### src/isf_defines.svh
// What this block does
// - Set tx_empty when buffer moves to shifter after ACK, not address, NACK, checksum.
// - Clear tx_empty on data_buffer write, start, stop or unit_on low.
// - Keep tx_empty set on first write or a write while byte_done_stall.
// - Set rx_full on shifter copy after ACK in receive, never address or lost arbitration.
// - Clear rx_full on data_buffer access or off; a read during stall keeps it.
// - Slave sets stop_seen_flag on stop after acknowledge, not after a NACK.
// - Clear stop_seen_flag by stat_one read then control_two write, or off.
// - Master ten-bit header sets ten_bit_header_sent; stat_one read then buffer write clears.
// - Set byte_done_stall with stretching when buffer unread or unwritten; not NACK, lost, checksum.
// - Clear byte_done_stall by stat_one read then buffer access, start/stop sending, off.
// - Slave sets address flag on own, general call or bus-management match.
// - Master sets address flag after ACK of last address byte, never after NACK.
// - Clear address flag by stat_one read then stat_three read, or off.
// - Master sets start_sent_flag on start; stat_one read then buffer write clears.
// - Set alert_line_event on host alert pin or slave alert header; zero write clears.
// - Timeout on 25 ms low or long extension; slave releases, master stops.
// - Set halt_wakeup on halt match or master halt entry, only with event_irq_on.
// - Checksum mismatch flags checksum_mismatch and forces NACK; match acks if enabled.
// - Slave without stretching flags overrun_underrun, drops byte or resends previous.
// - Set ack_fail on missing acknowledge; zero write or off clears.
// - On lost arbitration set lost_arbitration and drop master_mode_ind.
// - Set misplaced_cond_err on misplaced data edge with clock high; zero write clears.
// - Stretch clock while address or stall flag set, unless slave stretching disabled.
`ifndef ISF_DEFINES_SVH
`define ISF_DEFINES_SVH
`define ISF_OFF_CTRL 8'h00
`define ISF_OFF_CTRL_TWO 8'h01
`define ISF_OFF_DATA 8'h06
`define ISF_OFF_STAT_ONE 8'h07
`define ISF_OFF_STAT_TWO 8'h08
`define ISF_OFF_STAT_THREE 8'h09
`define ISF_OFF_IRQ_CFG 8'h0A
`define ISF_RST_BYTE 8'h00
`define ISF_S1_TXE 7
`define ISF_S1_RX_FULL 6
`define ISF_S1_STOP 4
`define ISF_S1_HDR10 3
`define ISF_S1_BTF 2
`define ISF_S1_ADDR 1
`define ISF_S1_SB 0
`define ISF_S2_ALERT 7
`define ISF_S2_TOUT 6
`define ISF_S2_WAKE 5
`define ISF_S2_PEC 4
`define ISF_S2_OVR 3
`define ISF_S2_AF 2
`define ISF_S2_LOST_ARBITRATION 1
`define ISF_S2_MISPLACED_COND_ERR 0
`define ISF_CTRL_ON 0
`define ISF_CTRL_HOST 3
`define ISF_CTRL_HOLD_DIS 7
`define ISF_CTL2_ACK 2
`define ISF_IRQ_EVT 1
`define ISF_S3_MSL 0
`define ISF_CLK_HZ 10000000
`define ISF_LOW_MS 25
`define ISF_MEXT_MS 10
`define ISF_SEXT_MS 25
`define ISF_LOW_CYC (`ISF_LOW_MS * `ISF_CLK_HZ / 1000)
`define ISF_MEXT_CYC (`ISF_MEXT_MS * `ISF_CLK_HZ / 1000)
`define ISF_SEXT_CYC (`ISF_SEXT_MS * `ISF_CLK_HZ / 1000)
`define ISF_CNT_W 18
`endif

### src/isf_pkg.sv
package isf_pkg;
   typedef struct packed {
      logic [7:0] addr;
      logic [7:0] wdata;
      logic wr;
      logic rd;
   } isf_bus_type;
   typedef struct packed {
      logic is_master;
      logic shift_idle;
      logic start_sent;
      logic stop_det;
      logic hdr10_sent;
      logic addr_acked;
      logic addr_match;
      logic tx_need;
      logic tx_copy;
      logic rx_done;
      logic [7:0] rx_byte;
      logic nack;
      logic arb_lost;
      logic misplaced;
      logic pec_next;
      logic pec_check;
      logic pec_bad;
      logic alert_hdr;
      logic halt_match;
      logic halt_entry;
      logic low_ext;
   } isf_evt_type;
   typedef struct packed {
      logic stretch;
      logic ack_drive;
      logic resend;
      logic slave_release;
      logic master_stop;
      logic master_mode_ind;
   } isf_ctl_type;
   typedef enum logic {ARM_IDLE, ARM_READY} isf_arm_type;
endpackage
### src/isf_flags.sv
`timescale 1ns/10ps
`include "isf_defines.svh"
module isf_flags
   import isf_pkg::*;
#(
   parameter int LOW_CYC = `ISF_LOW_CYC,
   parameter int MEXT_CYC = `ISF_MEXT_CYC,
   parameter int SEXT_CYC = `ISF_SEXT_CYC
)(
   input wire logic sys_clk,
   input wire logic rst_n,
   input wire isf_bus_type bus,
   output logic [7:0] rd_data,
   input wire isf_evt_type evt,
   input wire logic scl_pin,
   input wire logic alert_pin_n,
   output logic [7:0] tx_byte,
   output isf_ctl_type ctl
);
   // ------------------------------------------------------------
   // Register access decode
   // ------------------------------------------------------------
   logic [7:0] ctrl_r, ctrl_two_r, irq_cfg_r, dbuf_r;
   logic tx_empty_r, rx_full_r, stop_r, hdr10_r, btf_r, addr_r, sb_r;
   logic alert_r, tout_r, wake_r, pec_r, ovr_r, af_r, lost_arbitration_r, misplaced_cond_err_r;
   logic mst_r;
   isf_arm_type arm_r;
   logic [7:0] stat_one, stat_two;
   logic unit_on, hold_dis, ack_en, host, armed;
   logic wr_data, rd_data_acc, wr_ctl2, rd_s1, rd_s3, wr_s2, any_acc;
   logic seq_dr_wr, seq_dr_rd, seq_ctl2, seq_s3;
   logic scl_m_r, scl_s_r, alert_m_r, alert_s_r, alert_old_r;
   logic [`ISF_CNT_W-1:0] low_cnt_r, ext_cnt_r;
   logic low_hit, ext_hit, tout_set;
   logic no_stretch_slave, rx_copy;

   assign unit_on = ctrl_r[`ISF_CTRL_ON];
   assign hold_dis = ctrl_r[`ISF_CTRL_HOLD_DIS];
   assign host = ctrl_r[`ISF_CTRL_HOST];
   assign ack_en = ctrl_two_r[`ISF_CTL2_ACK];
   assign wr_data = bus.wr && bus.addr == `ISF_OFF_DATA;
   assign rd_data_acc = bus.rd && bus.addr == `ISF_OFF_DATA;
   assign wr_ctl2 = bus.wr && bus.addr == `ISF_OFF_CTRL_TWO;
   assign wr_s2 = bus.wr && bus.addr == `ISF_OFF_STAT_TWO;
   assign rd_s1 = bus.rd && bus.addr == `ISF_OFF_STAT_ONE;
   assign rd_s3 = bus.rd && bus.addr == `ISF_OFF_STAT_THREE;
   assign any_acc = bus.rd || bus.wr;
   assign armed = arm_r == ARM_READY;
   assign seq_dr_wr = armed && wr_data;
   assign seq_dr_rd = armed && rd_data_acc;
   assign seq_ctl2 = armed && wr_ctl2;
   assign seq_s3 = armed && rd_s3;
   assign no_stretch_slave = hold_dis && !evt.is_master;
   assign rx_copy = evt.rx_done && !evt.arb_lost && !evt.nack;

   always_comb begin
      stat_one = `ISF_RST_BYTE;
      stat_one[`ISF_S1_TXE] = tx_empty_r;
      stat_one[`ISF_S1_RX_FULL] = rx_full_r;
      stat_one[`ISF_S1_STOP] = stop_r;
      stat_one[`ISF_S1_HDR10] = hdr10_r;
      stat_one[`ISF_S1_BTF] = btf_r;
      stat_one[`ISF_S1_ADDR] = addr_r;
      stat_one[`ISF_S1_SB] = sb_r;
      stat_two = `ISF_RST_BYTE;
      stat_two[`ISF_S2_ALERT] = alert_r;
      stat_two[`ISF_S2_TOUT] = tout_r;
      stat_two[`ISF_S2_WAKE] = wake_r;
      stat_two[`ISF_S2_PEC] = pec_r;
      stat_two[`ISF_S2_OVR] = ovr_r;
      stat_two[`ISF_S2_AF] = af_r;
      stat_two[`ISF_S2_LOST_ARBITRATION] = lost_arbitration_r;
      stat_two[`ISF_S2_MISPLACED_COND_ERR] = misplaced_cond_err_r;
   end

   // ------------------------------------------------------------
   // Control registers and read port
   // ------------------------------------------------------------
   always_ff @(posedge sys_clk or negedge rst_n) begin
      if (!rst_n) begin
         ctrl_r <= `ISF_RST_BYTE;
         ctrl_two_r <= `ISF_RST_BYTE;
         irq_cfg_r <= `ISF_RST_BYTE;
      end else if (bus.wr) begin
         case (bus.addr)
            `ISF_OFF_CTRL: ctrl_r <= bus.wdata;
            `ISF_OFF_CTRL_TWO: ctrl_two_r <= bus.wdata;
            `ISF_OFF_IRQ_CFG: irq_cfg_r <= bus.wdata;
            default: ;
         endcase
      end
   end

   always_ff @(posedge sys_clk or negedge rst_n) begin
      if (!rst_n) begin
         rd_data <= `ISF_RST_BYTE;
      end else if (bus.rd) begin
         case (bus.addr)
            `ISF_OFF_CTRL: rd_data <= ctrl_r;
            `ISF_OFF_CTRL_TWO: rd_data <= ctrl_two_r;
            `ISF_OFF_IRQ_CFG: rd_data <= irq_cfg_r;
            `ISF_OFF_DATA: rd_data <= dbuf_r;
            `ISF_OFF_STAT_ONE: rd_data <= stat_one;
            `ISF_OFF_STAT_TWO: rd_data <= stat_two;
            `ISF_OFF_STAT_THREE: rd_data <= {7'h00, mst_r};
            default: rd_data <= `ISF_RST_BYTE;
         endcase
      end else begin
         rd_data <= `ISF_RST_BYTE;
      end
   end

   // Any access other than a stat_one read drops the armed state, the matching one included.
   always_ff @(posedge sys_clk or negedge rst_n) begin
      if (!rst_n) begin
         arm_r <= ARM_IDLE;
      end else begin
         case (arm_r)
            ARM_IDLE: if (rd_s1) arm_r <= ARM_READY;
            ARM_READY: if (any_acc && !rd_s1) arm_r <= ARM_IDLE;
            default: arm_r <= ARM_IDLE;
         endcase
      end
   end

   // ------------------------------------------------------------
   // Data buffer
   // ------------------------------------------------------------
   // A byte arriving while the buffer is full is dropped without stretching.
   always_ff @(posedge sys_clk or negedge rst_n) begin
      if (!rst_n) begin
         dbuf_r <= `ISF_RST_BYTE;
      end else if (wr_data) begin
         dbuf_r <= bus.wdata;
      end else if (rx_copy && !(rx_full_r && no_stretch_slave)) begin
         dbuf_r <= evt.rx_byte;
      end
   end

   // ------------------------------------------------------------
   // Transfer event flags
   // ------------------------------------------------------------
   // Clears come first so that a same-cycle set wins, except the off clear and the mst_r clear on stop or lost arbitration.
   always_ff @(posedge sys_clk or negedge rst_n) begin
      if (!rst_n) begin
         tx_empty_r <= 1'b0;
      end else if (!unit_on) begin
         tx_empty_r <= 1'b0;
      end else begin
         if (evt.start_sent || evt.stop_det) tx_empty_r <= 1'b0;
         if (wr_data && !evt.shift_idle && !btf_r) begin
            tx_empty_r <= 1'b0;
         end
         if (evt.tx_copy && !evt.nack && !evt.pec_next) begin
            tx_empty_r <= 1'b1;
         end
      end
   end

   always_ff @(posedge sys_clk or negedge rst_n) begin
      if (!rst_n) begin
         rx_full_r <= 1'b0;
      end else if (!unit_on) begin
         rx_full_r <= 1'b0;
      end else begin
         if (wr_data || (rd_data_acc && !btf_r)) rx_full_r <= 1'b0;
         if (rx_copy) rx_full_r <= 1'b1;
      end
   end

   always_ff @(posedge sys_clk or negedge rst_n) begin
      if (!rst_n) begin
         stop_r <= 1'b0;
      end else if (!unit_on) begin
         stop_r <= 1'b0;
      end else begin
         if (seq_ctl2) stop_r <= 1'b0;
         if (evt.stop_det && !evt.is_master && ack_en && !evt.nack) begin
            stop_r <= 1'b1;
         end
      end
   end

   always_ff @(posedge sys_clk or negedge rst_n) begin
      if (!rst_n) begin
         hdr10_r <= 1'b0;
      end else if (!unit_on) begin
         hdr10_r <= 1'b0;
      end else begin
         if (seq_dr_wr) hdr10_r <= 1'b0;
         if (evt.hdr10_sent && evt.is_master && !evt.nack) begin
            hdr10_r <= 1'b1;
         end
      end
   end

   always_ff @(posedge sys_clk or negedge rst_n) begin
      if (!rst_n) begin
         btf_r <= 1'b0;
      end else if (!unit_on) begin
         btf_r <= 1'b0;
      end else begin
         if (seq_dr_wr || seq_dr_rd) btf_r <= 1'b0;
         if ((evt.start_sent || evt.stop_det) && tx_empty_r) begin
            btf_r <= 1'b0;
         end
         if (!no_stretch_slave && !evt.nack && !evt.arb_lost &&
             ((evt.rx_done && rx_full_r) ||
              (evt.tx_need && tx_empty_r && !evt.pec_next))) begin
            btf_r <= 1'b1;
         end
      end
   end

   always_ff @(posedge sys_clk or negedge rst_n) begin
      if (!rst_n) begin
         addr_r <= 1'b0;
      end else if (!unit_on) begin
         addr_r <= 1'b0;
      end else begin
         if (seq_s3) addr_r <= 1'b0;
         if (evt.addr_match && !evt.is_master) addr_r <= 1'b1;
         if (evt.addr_acked && evt.is_master && !evt.nack) begin
            addr_r <= 1'b1;
         end
      end
   end

   always_ff @(posedge sys_clk or negedge rst_n) begin
      if (!rst_n) begin
         sb_r <= 1'b0;
      end else if (!unit_on) begin
         sb_r <= 1'b0;
      end else begin
         if (seq_dr_wr) sb_r <= 1'b0;
         if (evt.start_sent && evt.is_master) sb_r <= 1'b1;
      end
   end

   always_ff @(posedge sys_clk or negedge rst_n) begin
      if (!rst_n) begin
         mst_r <= 1'b0;
      end else if (!unit_on || evt.stop_det || evt.arb_lost) begin
         mst_r <= 1'b0;
      end else if (evt.start_sent) begin
         mst_r <= 1'b1;
      end
   end

   // ------------------------------------------------------------
   // Pin synchronisers and timeout counters
   // ------------------------------------------------------------
   always_ff @(posedge sys_clk or negedge rst_n) begin
      if (!rst_n) begin
         scl_m_r <= 1'b1;
         scl_s_r <= 1'b1;
         alert_m_r <= 1'b1;
         alert_s_r <= 1'b1;
         alert_old_r <= 1'b1;
      end else begin
         scl_m_r <= scl_pin;
         scl_s_r <= scl_m_r;
         alert_m_r <= alert_pin_n;
         alert_s_r <= alert_m_r;
         alert_old_r <= alert_s_r;
      end
   end

   assign low_hit = low_cnt_r == LOW_CYC[`ISF_CNT_W-1:0];
   assign ext_hit = ext_cnt_r ==
      (evt.is_master ? MEXT_CYC[`ISF_CNT_W-1:0] : SEXT_CYC[`ISF_CNT_W-1:0]);
   assign tout_set = unit_on && (low_hit || ext_hit);

   // Counters saturate, so a stuck line holds tout_set and sets the flag again after each clear.
   always_ff @(posedge sys_clk or negedge rst_n) begin
      if (!rst_n) begin
         low_cnt_r <= '0;
      end else if (!unit_on || scl_s_r) begin
         low_cnt_r <= '0;
      end else if (!low_hit) begin
         low_cnt_r <= low_cnt_r + 1'b1;
      end
   end

   always_ff @(posedge sys_clk or negedge rst_n) begin
      if (!rst_n) begin
         ext_cnt_r <= '0;
      end else if (!unit_on || evt.start_sent || evt.stop_det) begin
         ext_cnt_r <= '0;
      end else if (evt.low_ext && !ext_hit) begin
         ext_cnt_r <= ext_cnt_r + 1'b1;
      end
   end

   // ------------------------------------------------------------
   // Error flags, write zero to clear
   // ------------------------------------------------------------
   always_ff @(posedge sys_clk or negedge rst_n) begin
      if (!rst_n) begin
         alert_r <= 1'b0;
         tout_r <= 1'b0;
         wake_r <= 1'b0;
         pec_r <= 1'b0;
         ovr_r <= 1'b0;
         af_r <= 1'b0;
         lost_arbitration_r <= 1'b0;
         misplaced_cond_err_r <= 1'b0;
      end else if (!unit_on) begin
         alert_r <= 1'b0;
         tout_r <= 1'b0;
         wake_r <= 1'b0;
         pec_r <= 1'b0;
         ovr_r <= 1'b0;
         af_r <= 1'b0;
         lost_arbitration_r <= 1'b0;
         misplaced_cond_err_r <= 1'b0;
      end else begin
         if (wr_s2) begin
            alert_r <= alert_r & bus.wdata[`ISF_S2_ALERT];
            tout_r <= tout_r & bus.wdata[`ISF_S2_TOUT];
            wake_r <= wake_r & bus.wdata[`ISF_S2_WAKE];
            pec_r <= pec_r & bus.wdata[`ISF_S2_PEC];
            ovr_r <= ovr_r & bus.wdata[`ISF_S2_OVR];
            af_r <= af_r & bus.wdata[`ISF_S2_AF];
            lost_arbitration_r <= lost_arbitration_r & bus.wdata[`ISF_S2_LOST_ARBITRATION];
            misplaced_cond_err_r <= misplaced_cond_err_r & bus.wdata[`ISF_S2_MISPLACED_COND_ERR];
         end
         if ((host && alert_old_r && !alert_s_r) ||
             (!host && evt.alert_hdr)) begin
            alert_r <= 1'b1;
         end
         if (tout_set) tout_r <= 1'b1;
         if (irq_cfg_r[`ISF_IRQ_EVT] &&
             ((evt.halt_match && !evt.is_master) ||
              (evt.halt_entry && evt.is_master))) begin
            wake_r <= 1'b1;
         end
         if (evt.pec_check && evt.pec_bad) pec_r <= 1'b1;
         if (no_stretch_slave && ((evt.rx_done && rx_full_r) ||
             (evt.tx_need && tx_empty_r))) begin
            ovr_r <= 1'b1;
         end
         if (evt.nack) af_r <= 1'b1;
         if (evt.arb_lost) lost_arbitration_r <= 1'b1;
         if (evt.misplaced) misplaced_cond_err_r <= 1'b1;
      end
   end

   // ------------------------------------------------------------
   // Controls back to the bus engine
   // ------------------------------------------------------------
   always_ff @(posedge sys_clk or negedge rst_n) begin
      if (!rst_n) begin
         ctl <= '0;
         tx_byte <= `ISF_RST_BYTE;
      end else begin
         ctl.stretch <= unit_on && (addr_r || btf_r) && !no_stretch_slave;
         ctl.ack_drive <= evt.pec_check ? (ack_en && !evt.pec_bad) : ack_en;
         ctl.resend <= no_stretch_slave && evt.tx_need && tx_empty_r;
         ctl.slave_release <= tout_set && !evt.is_master;
         ctl.master_stop <= tout_set && evt.is_master;
         ctl.master_mode_ind <= mst_r;
         tx_byte <= dbuf_r;
      end
   end
endmodule

### config.mk
export PLATFORM = sky130hd
export DESIGN_NAME = isf_flags
export DESIGN_NICKNAME = d
export VERILOG_FILES = /design/src/isf_pkg.sv /design/src/isf_flags.sv
export VERILOG_INCLUDE_DIRS = /design/src
export SDC_FILE = /design/constraint.sdc
export NUM_CORES = 1
export LEC_CHECK = 0
export BUFFER_PORTS_ARGS = -buffer_cell sky130_fd_sc_hd__buf_2
export CAP_MARGIN = 20
export CORE_MARGIN = 10
export CORE_UTILIZATION = 25
export CTS_CLUSTER_SIZE = 28
export DETAILED_ROUTE_END_ITERATION = 10
export RECOVER_POWER = 25
export SYNTH_ARGS = -nofsm -noshare
export SYNTH_HDL_FRONTEND = slang
export SYNTH_SLANG_ARGS = --single-unit
export TNS_END_PERCENT = 30
### constraint.sdc
create_clock -name sys_clk -period 2 [get_ports sys_clk]
set_input_delay 0.1 -clock sys_clk [delete_from_list [all_inputs] [get_ports sys_clk]]
set_output_delay 0.1 -clock sys_clk [all_outputs]
set_load 0.01 [all_outputs]
# Word-level counts from Yosys, hierarchy flattened
# Cells that the tools add are included.
dict set report totals {
  ff_bits 112
  output_inout_bits 22
  wordCells 223
}
dict set report op_classes {
  add_sub_neg 2
  n_eq_ne 24
  n_mux 62
  bitwise 9
  reduce_logical 90
}
# op n
set ops {}
lappend ops {{18-bit 2-to-1 mux} 5}
lappend ops {{8-bit one-hot mux with 7 select lines} 1}
lappend ops {{1-bit logical AND} 54}
lappend ops {{1-bit 2-to-1 mux} 52}
lappend ops {{18-bit by 1-bit adder with 18-bit output (second input constant)} 2}
lappend ops {{3-bit by 1-bit inequality test with 1-bit output (second input constant)} 9}
lappend ops {{8-bit by 4-bit equality test with 1-bit output (second input constant)} 3}
lappend ops {{8-bit 2-to-1 mux} 3}
lappend ops {{18-bit equality test} 1}
lappend ops {{18-bit equality test (second input constant)} 1}
lappend ops {{8-bit by 3-bit equality test with 1-bit output (second input constant)} 2}
lappend ops {{1-bit logical OR} 15}
lappend ops {{1-bit zero test} 14}
lappend ops {{4-bit by 1-bit inequality test with 1-bit output (second input constant)} 3}
lappend ops {{3-bit by 2-bit inequality test with 1-bit output (second input constant)} 3}
lappend ops {{1-bit bitwise AND} 8}
lappend ops {{8-bit by 1-bit equality test with 1-bit output (second input constant)} 1}
lappend ops {{8-bit zero test} 1}
lappend ops {{2-bit AND reduction} 3}
lappend ops {{2-bit nonzero test} 3}
lappend ops {{2-bit by 1-bit inequality test with 1-bit output (second input constant)} 1}
lappend ops {{1-bit one-hot mux with 2 select lines} 1}
lappend ops {{1-bit inverter} 1}

# Depth between registers and ports, before layout
dict set report depth {
  depth_word 8
  mapped_depth 8
  depth_no_buf 7
}

# Least setup slack after synthesis
# No wires, ideal clock.
dict set report synth_timing {
  path_kind {register -> register}
  startpoint {register low_cnt_r[2]}
  endpoint {register low_cnt_r[1]}
  setup_time_ns 0.130
  t_arrival_ns 1.443
  required_ns 1.870
  slack_ns 0.427
  path_stages_with_launch 5
  n_path_buf 0
  synth_period_minus_slack_ns 1.573
  cell_sequence {dfrtp_1 or4b_1 nor4_4 mux2i_1 nor2_1}
}
dict set report synth_between {
  elab_chain_len 2
}
# item line
set synth_rtl {}
lappend synth_rtl {{start, declared} isf_flags.sv:33} ;# logic [`ISF_CNT_W-1:0] low_cnt_r, ext_cnt_r;
lappend synth_rtl {{start signal, assigned} isf_flags.sv:281} ;# low_cnt_r <= low_cnt_r + 1'b1;
lappend synth_rtl {{18-bit equality test} isf_flags.sv:269} ;# assign low_hit = low_cnt_r == LOW_CYC[`ISF_CNT_W-1:0];
lappend synth_rtl {{2-bit by 1-bit inequality test with 1-bit output (no line)} --}
# No other way between the ends.
# A chain may end at the register's enable or synchronous reset.

# Final worst setup path
dict set report layout_timing {
  startpoint {register low_cnt_r[11]}
  endpoint {register low_cnt_r[1]}
}
# Same word-level chain as after synthesis.

==> flow_summary.toml <==
[setup_path]
regToRegSetupSlack_ns = 0.28
path_max_fanout = 5
critPathLaunchType = "flop"
worstPathArrival_ns = 1.93
end_kind = "flop"
critPathRequiredTime_ns = 2.22
r2r_cells = 5
worstReg2RegEnd = "low_cnt_r[1]"
r2r_start = "low_cnt_r[11]"
critical_path_class = "flop to flop"

[cts]
cts_tree = "yes"
cts.path.max_buffers = 2
clock-sinks = 112
hold_buffers = 6
insertion_delay_ns = 0.35
cts_resized = 0
cts_root_buf = "clkbuf_16"
numCtsBuffers = 9
cts.clk_slew.worst_paths_ns = 0.07
htree_levels = 3
cts_setup_buffers = 0

[timing]
relSlewSlack = 0.410
skew_ns = 0.00821
fmax_mhz = 582
setup_viol = 0
final_hold_viol_count = 0
final_max_slew_viol_count = 0
setup_tns_ns = 0
rsz0062_at_grt = "no"
fin_hold_ws_ns = 0.00961
worstMarginPinSlew_ns = 0.884
min_period_over_period = 0.859
period_minus_slack_ns = 1.72

[yosys]
synth_area_sq_um = 5230
synth_cell_types = 54
syn_nets = 543
synthCells = 489
synth_edf_count = 0
avgSynthCellArea_sq_um = 10.7
synth_seq_cells = 112
yosysWarnings = 0
ys_seq_area_frac = 0.537
async_reset_ff_frac = 1.00
synth_ff_type = "dfrtp_1"

[place]
dpl.cell_count = 823
placed_area_sq_um = 5950
io_buffer_count = 71
dp_hpwl_um = 10300
place.gp.congestion = 0.832

[die]
die_h_um = 165
start_util = 0.256
dieArea_sq_um = 27100
fp.dieW_um = 165
io_pins = 72
fp-row-count = 52
fp.coreArea_sq_um = 20400

[global_route]
first_global_vias = 4095
gr-total-overflow = 0
track_usage = 0.106
grt_first_pass_wirelength_um = 22800
antenna_found_initial = 1
grt_max_degree = 55

[cells_and_area]
final_util = 0.309
antenna_cells = 0
fill_cells = 2117
layout_commonest_cell = "dfrtp_1"
design_area_sq_um = 6310
synthToLayoutAreaGrowth_pct = 20.7
final_cells = 845
final_layout_size_suffix_gt1_frac = 0.245
most-common-layout-cells = "107 x dfrtp_1, 69 x buf_2, 67 x nor2_1, 26 x nand2_1, 23 x nand3_1"
nNetsFinal = 624

[worst_hold_path]
hp-class = "input port to flop"
worstHoldEndpoint = "misplaced_cond_err_r"
hold_depth = 3
holdCritStartpoint = "evt[7]"

[power_and_ir_drop]
pwr-share-comb = 0.079
p_sw_mw = 1.15
p_int_mw = 3.54
p_sw_frac = 0.245
p_leak_nw = 2.79
peakVddDrop_v = 0.000410
power_frac_seq = 0.517
power_frac_clock = 0.404
powerDensity_nw_per_um2 = 743

[outcome]
run_status = "finished, final reports clean"

[drt]
via_per_inst = 4.72
detail-route-antenna-nets = 0
wl_per_cell_um = 16.6
vias = 3992
drt-initial-drc-count = 307
first_pass_iters = 5
wirelength_um = 14000
drc_errors = 0

[run]
drv_cap = 0
[metrics by stage]
stage / power (mW) / setup WS [ns]
2_1_floorplan: 2.61 / 0.427
3_3_place_gp: 2.84 / 0.289
3_5_place_dp: 2.84 / 0.265
4_1_cts: 4.75 / 0.273
5_1_grt: 4.89 / 0.100
6_report: 4.69 / 0.282
[power groups by stage]
stage | combinational, mW | sequential [mW] | clock [mW]
after global placement | 0.369 | 2.47 | 0
final | 0.372 | 2.42 | 1.90
after global routing | 0.416 | 2.44 | 2.03
after detailed placement | 0.373 | 2.47 | 0
after floorplan | 0.148 | 2.47 | 0
after CTS | 0.381 | 2.43 | 1.95
[flip-flops by register name, summed over array words and instances (netlist names), 6 cells and up]
name	cells
irq_cfg_r	8
ctl	6
dbuf_r	8
low_cnt_r	18
ctrl_two_r	8
rd_data	8
tx_byte	8
ctrl_r	8
ext_cnt_r	18
[per-layer routing]
layer | wire [um] | global-route usage | vias up
met5 | 11 | 0 | -
met4 | 160 | 0.0233 | 2
met3 | 929 | 0.0339 | 14
met2 | 6740 | 0.174 | 100
met1 | 6150 | 0.132 | 1982
li1 | - | - | 1894
[layout make-up]
class	count	area, sq um	area share
clock buffer	10	239	0.0378
clock inverter	6	75.1	0.0119
timing repair buffer	91	531	0.0840
tap	270	338	0.0535
inverter	11	41.3	0.00654
sequential	112	2810	0.445
multi-input combinational	345	2280	0.361
[worst max-delay path by stage]
| stage | startpoint | to | slack, ns |
|---|---|---|---|
| 2_1_floorplan | low_cnt_r[2] | low_cnt_r[1] | 0.43 |
| 3_3_place_gp | bus[15] | ctrl_r[4] | 0.29 |
| 3_5_place_dp | bus[15] | ctrl_r[7] | 0.27 |
| 4_1_cts | low_cnt_r[11] | low_cnt_r[1] | 0.27 |
| 5_1_grt | low_cnt_r[11] | low_cnt_r[1] | 0.10 |
| 6_report | low_cnt_r[11] | low_cnt_r[1] | 0.28 |
[Yosys cell counts (6+ instances only)]
cell | n | share of area
xnor2_1 | 10 | 0.017
nand4_1 | 12 | 0.014
dfrtp_1 | 107 | 0.51
buf_2 | 7 | 0.0067
o22ai_1 | 7 | 0.0084
o21ai_0 | 19 | 0.018
nor2_1 | 67 | 0.048
a22oi_1 | 15 | 0.022
mux2_2 | 17 | 0.037
nand3_1 | 23 | 0.022
xor2_1 | 20 | 0.033
and3_1 | 6 | 0.0072
nand2_1 | 26 | 0.019
a21oi_1 | 18 | 0.017
inv_1 | 11 | 0.0079
nor3_1 | 10 | 0.0096
mux2_4 | 8 | 0.023
mux2i_1 | 9 | 0.017
clkbuf_1 | 9 | 0.0065
nor2b_1 | 8 | 0.0096
[worst max-delay path: stages, from the launching register on]
cell and delay [ns]:
dfrtp_1 0.43, nor4_1 0.27, nand3b_1 0.19, nor4_4 0.40, mux2i_1 0.23, nor2_1 0.05
[logic make-up (layout without fill, tap and decap cells)]
| kind of cell | after synthesis | in the layout | share of synthesized area |
|---|---|---|---|
| AO/OA/AOI/OAI | 78 | 78 | 0.0961 |
| XOR/XNOR | 30 | 30 | 0.0502 |
| adder cells (fa/ha/maj) | 4 | 4 | 0.00957 |
| buffers and inverters | 32 | 118 | 0.0270 |
| flip-flops | 112 | 112 | 0.537 |
| multiplexers | 35 | 35 | 0.0811 |
| AND/OR/NAND/NOR | 198 | 198 | 0.199 |
Note: power is estimated with default switching activity, not from simulation.
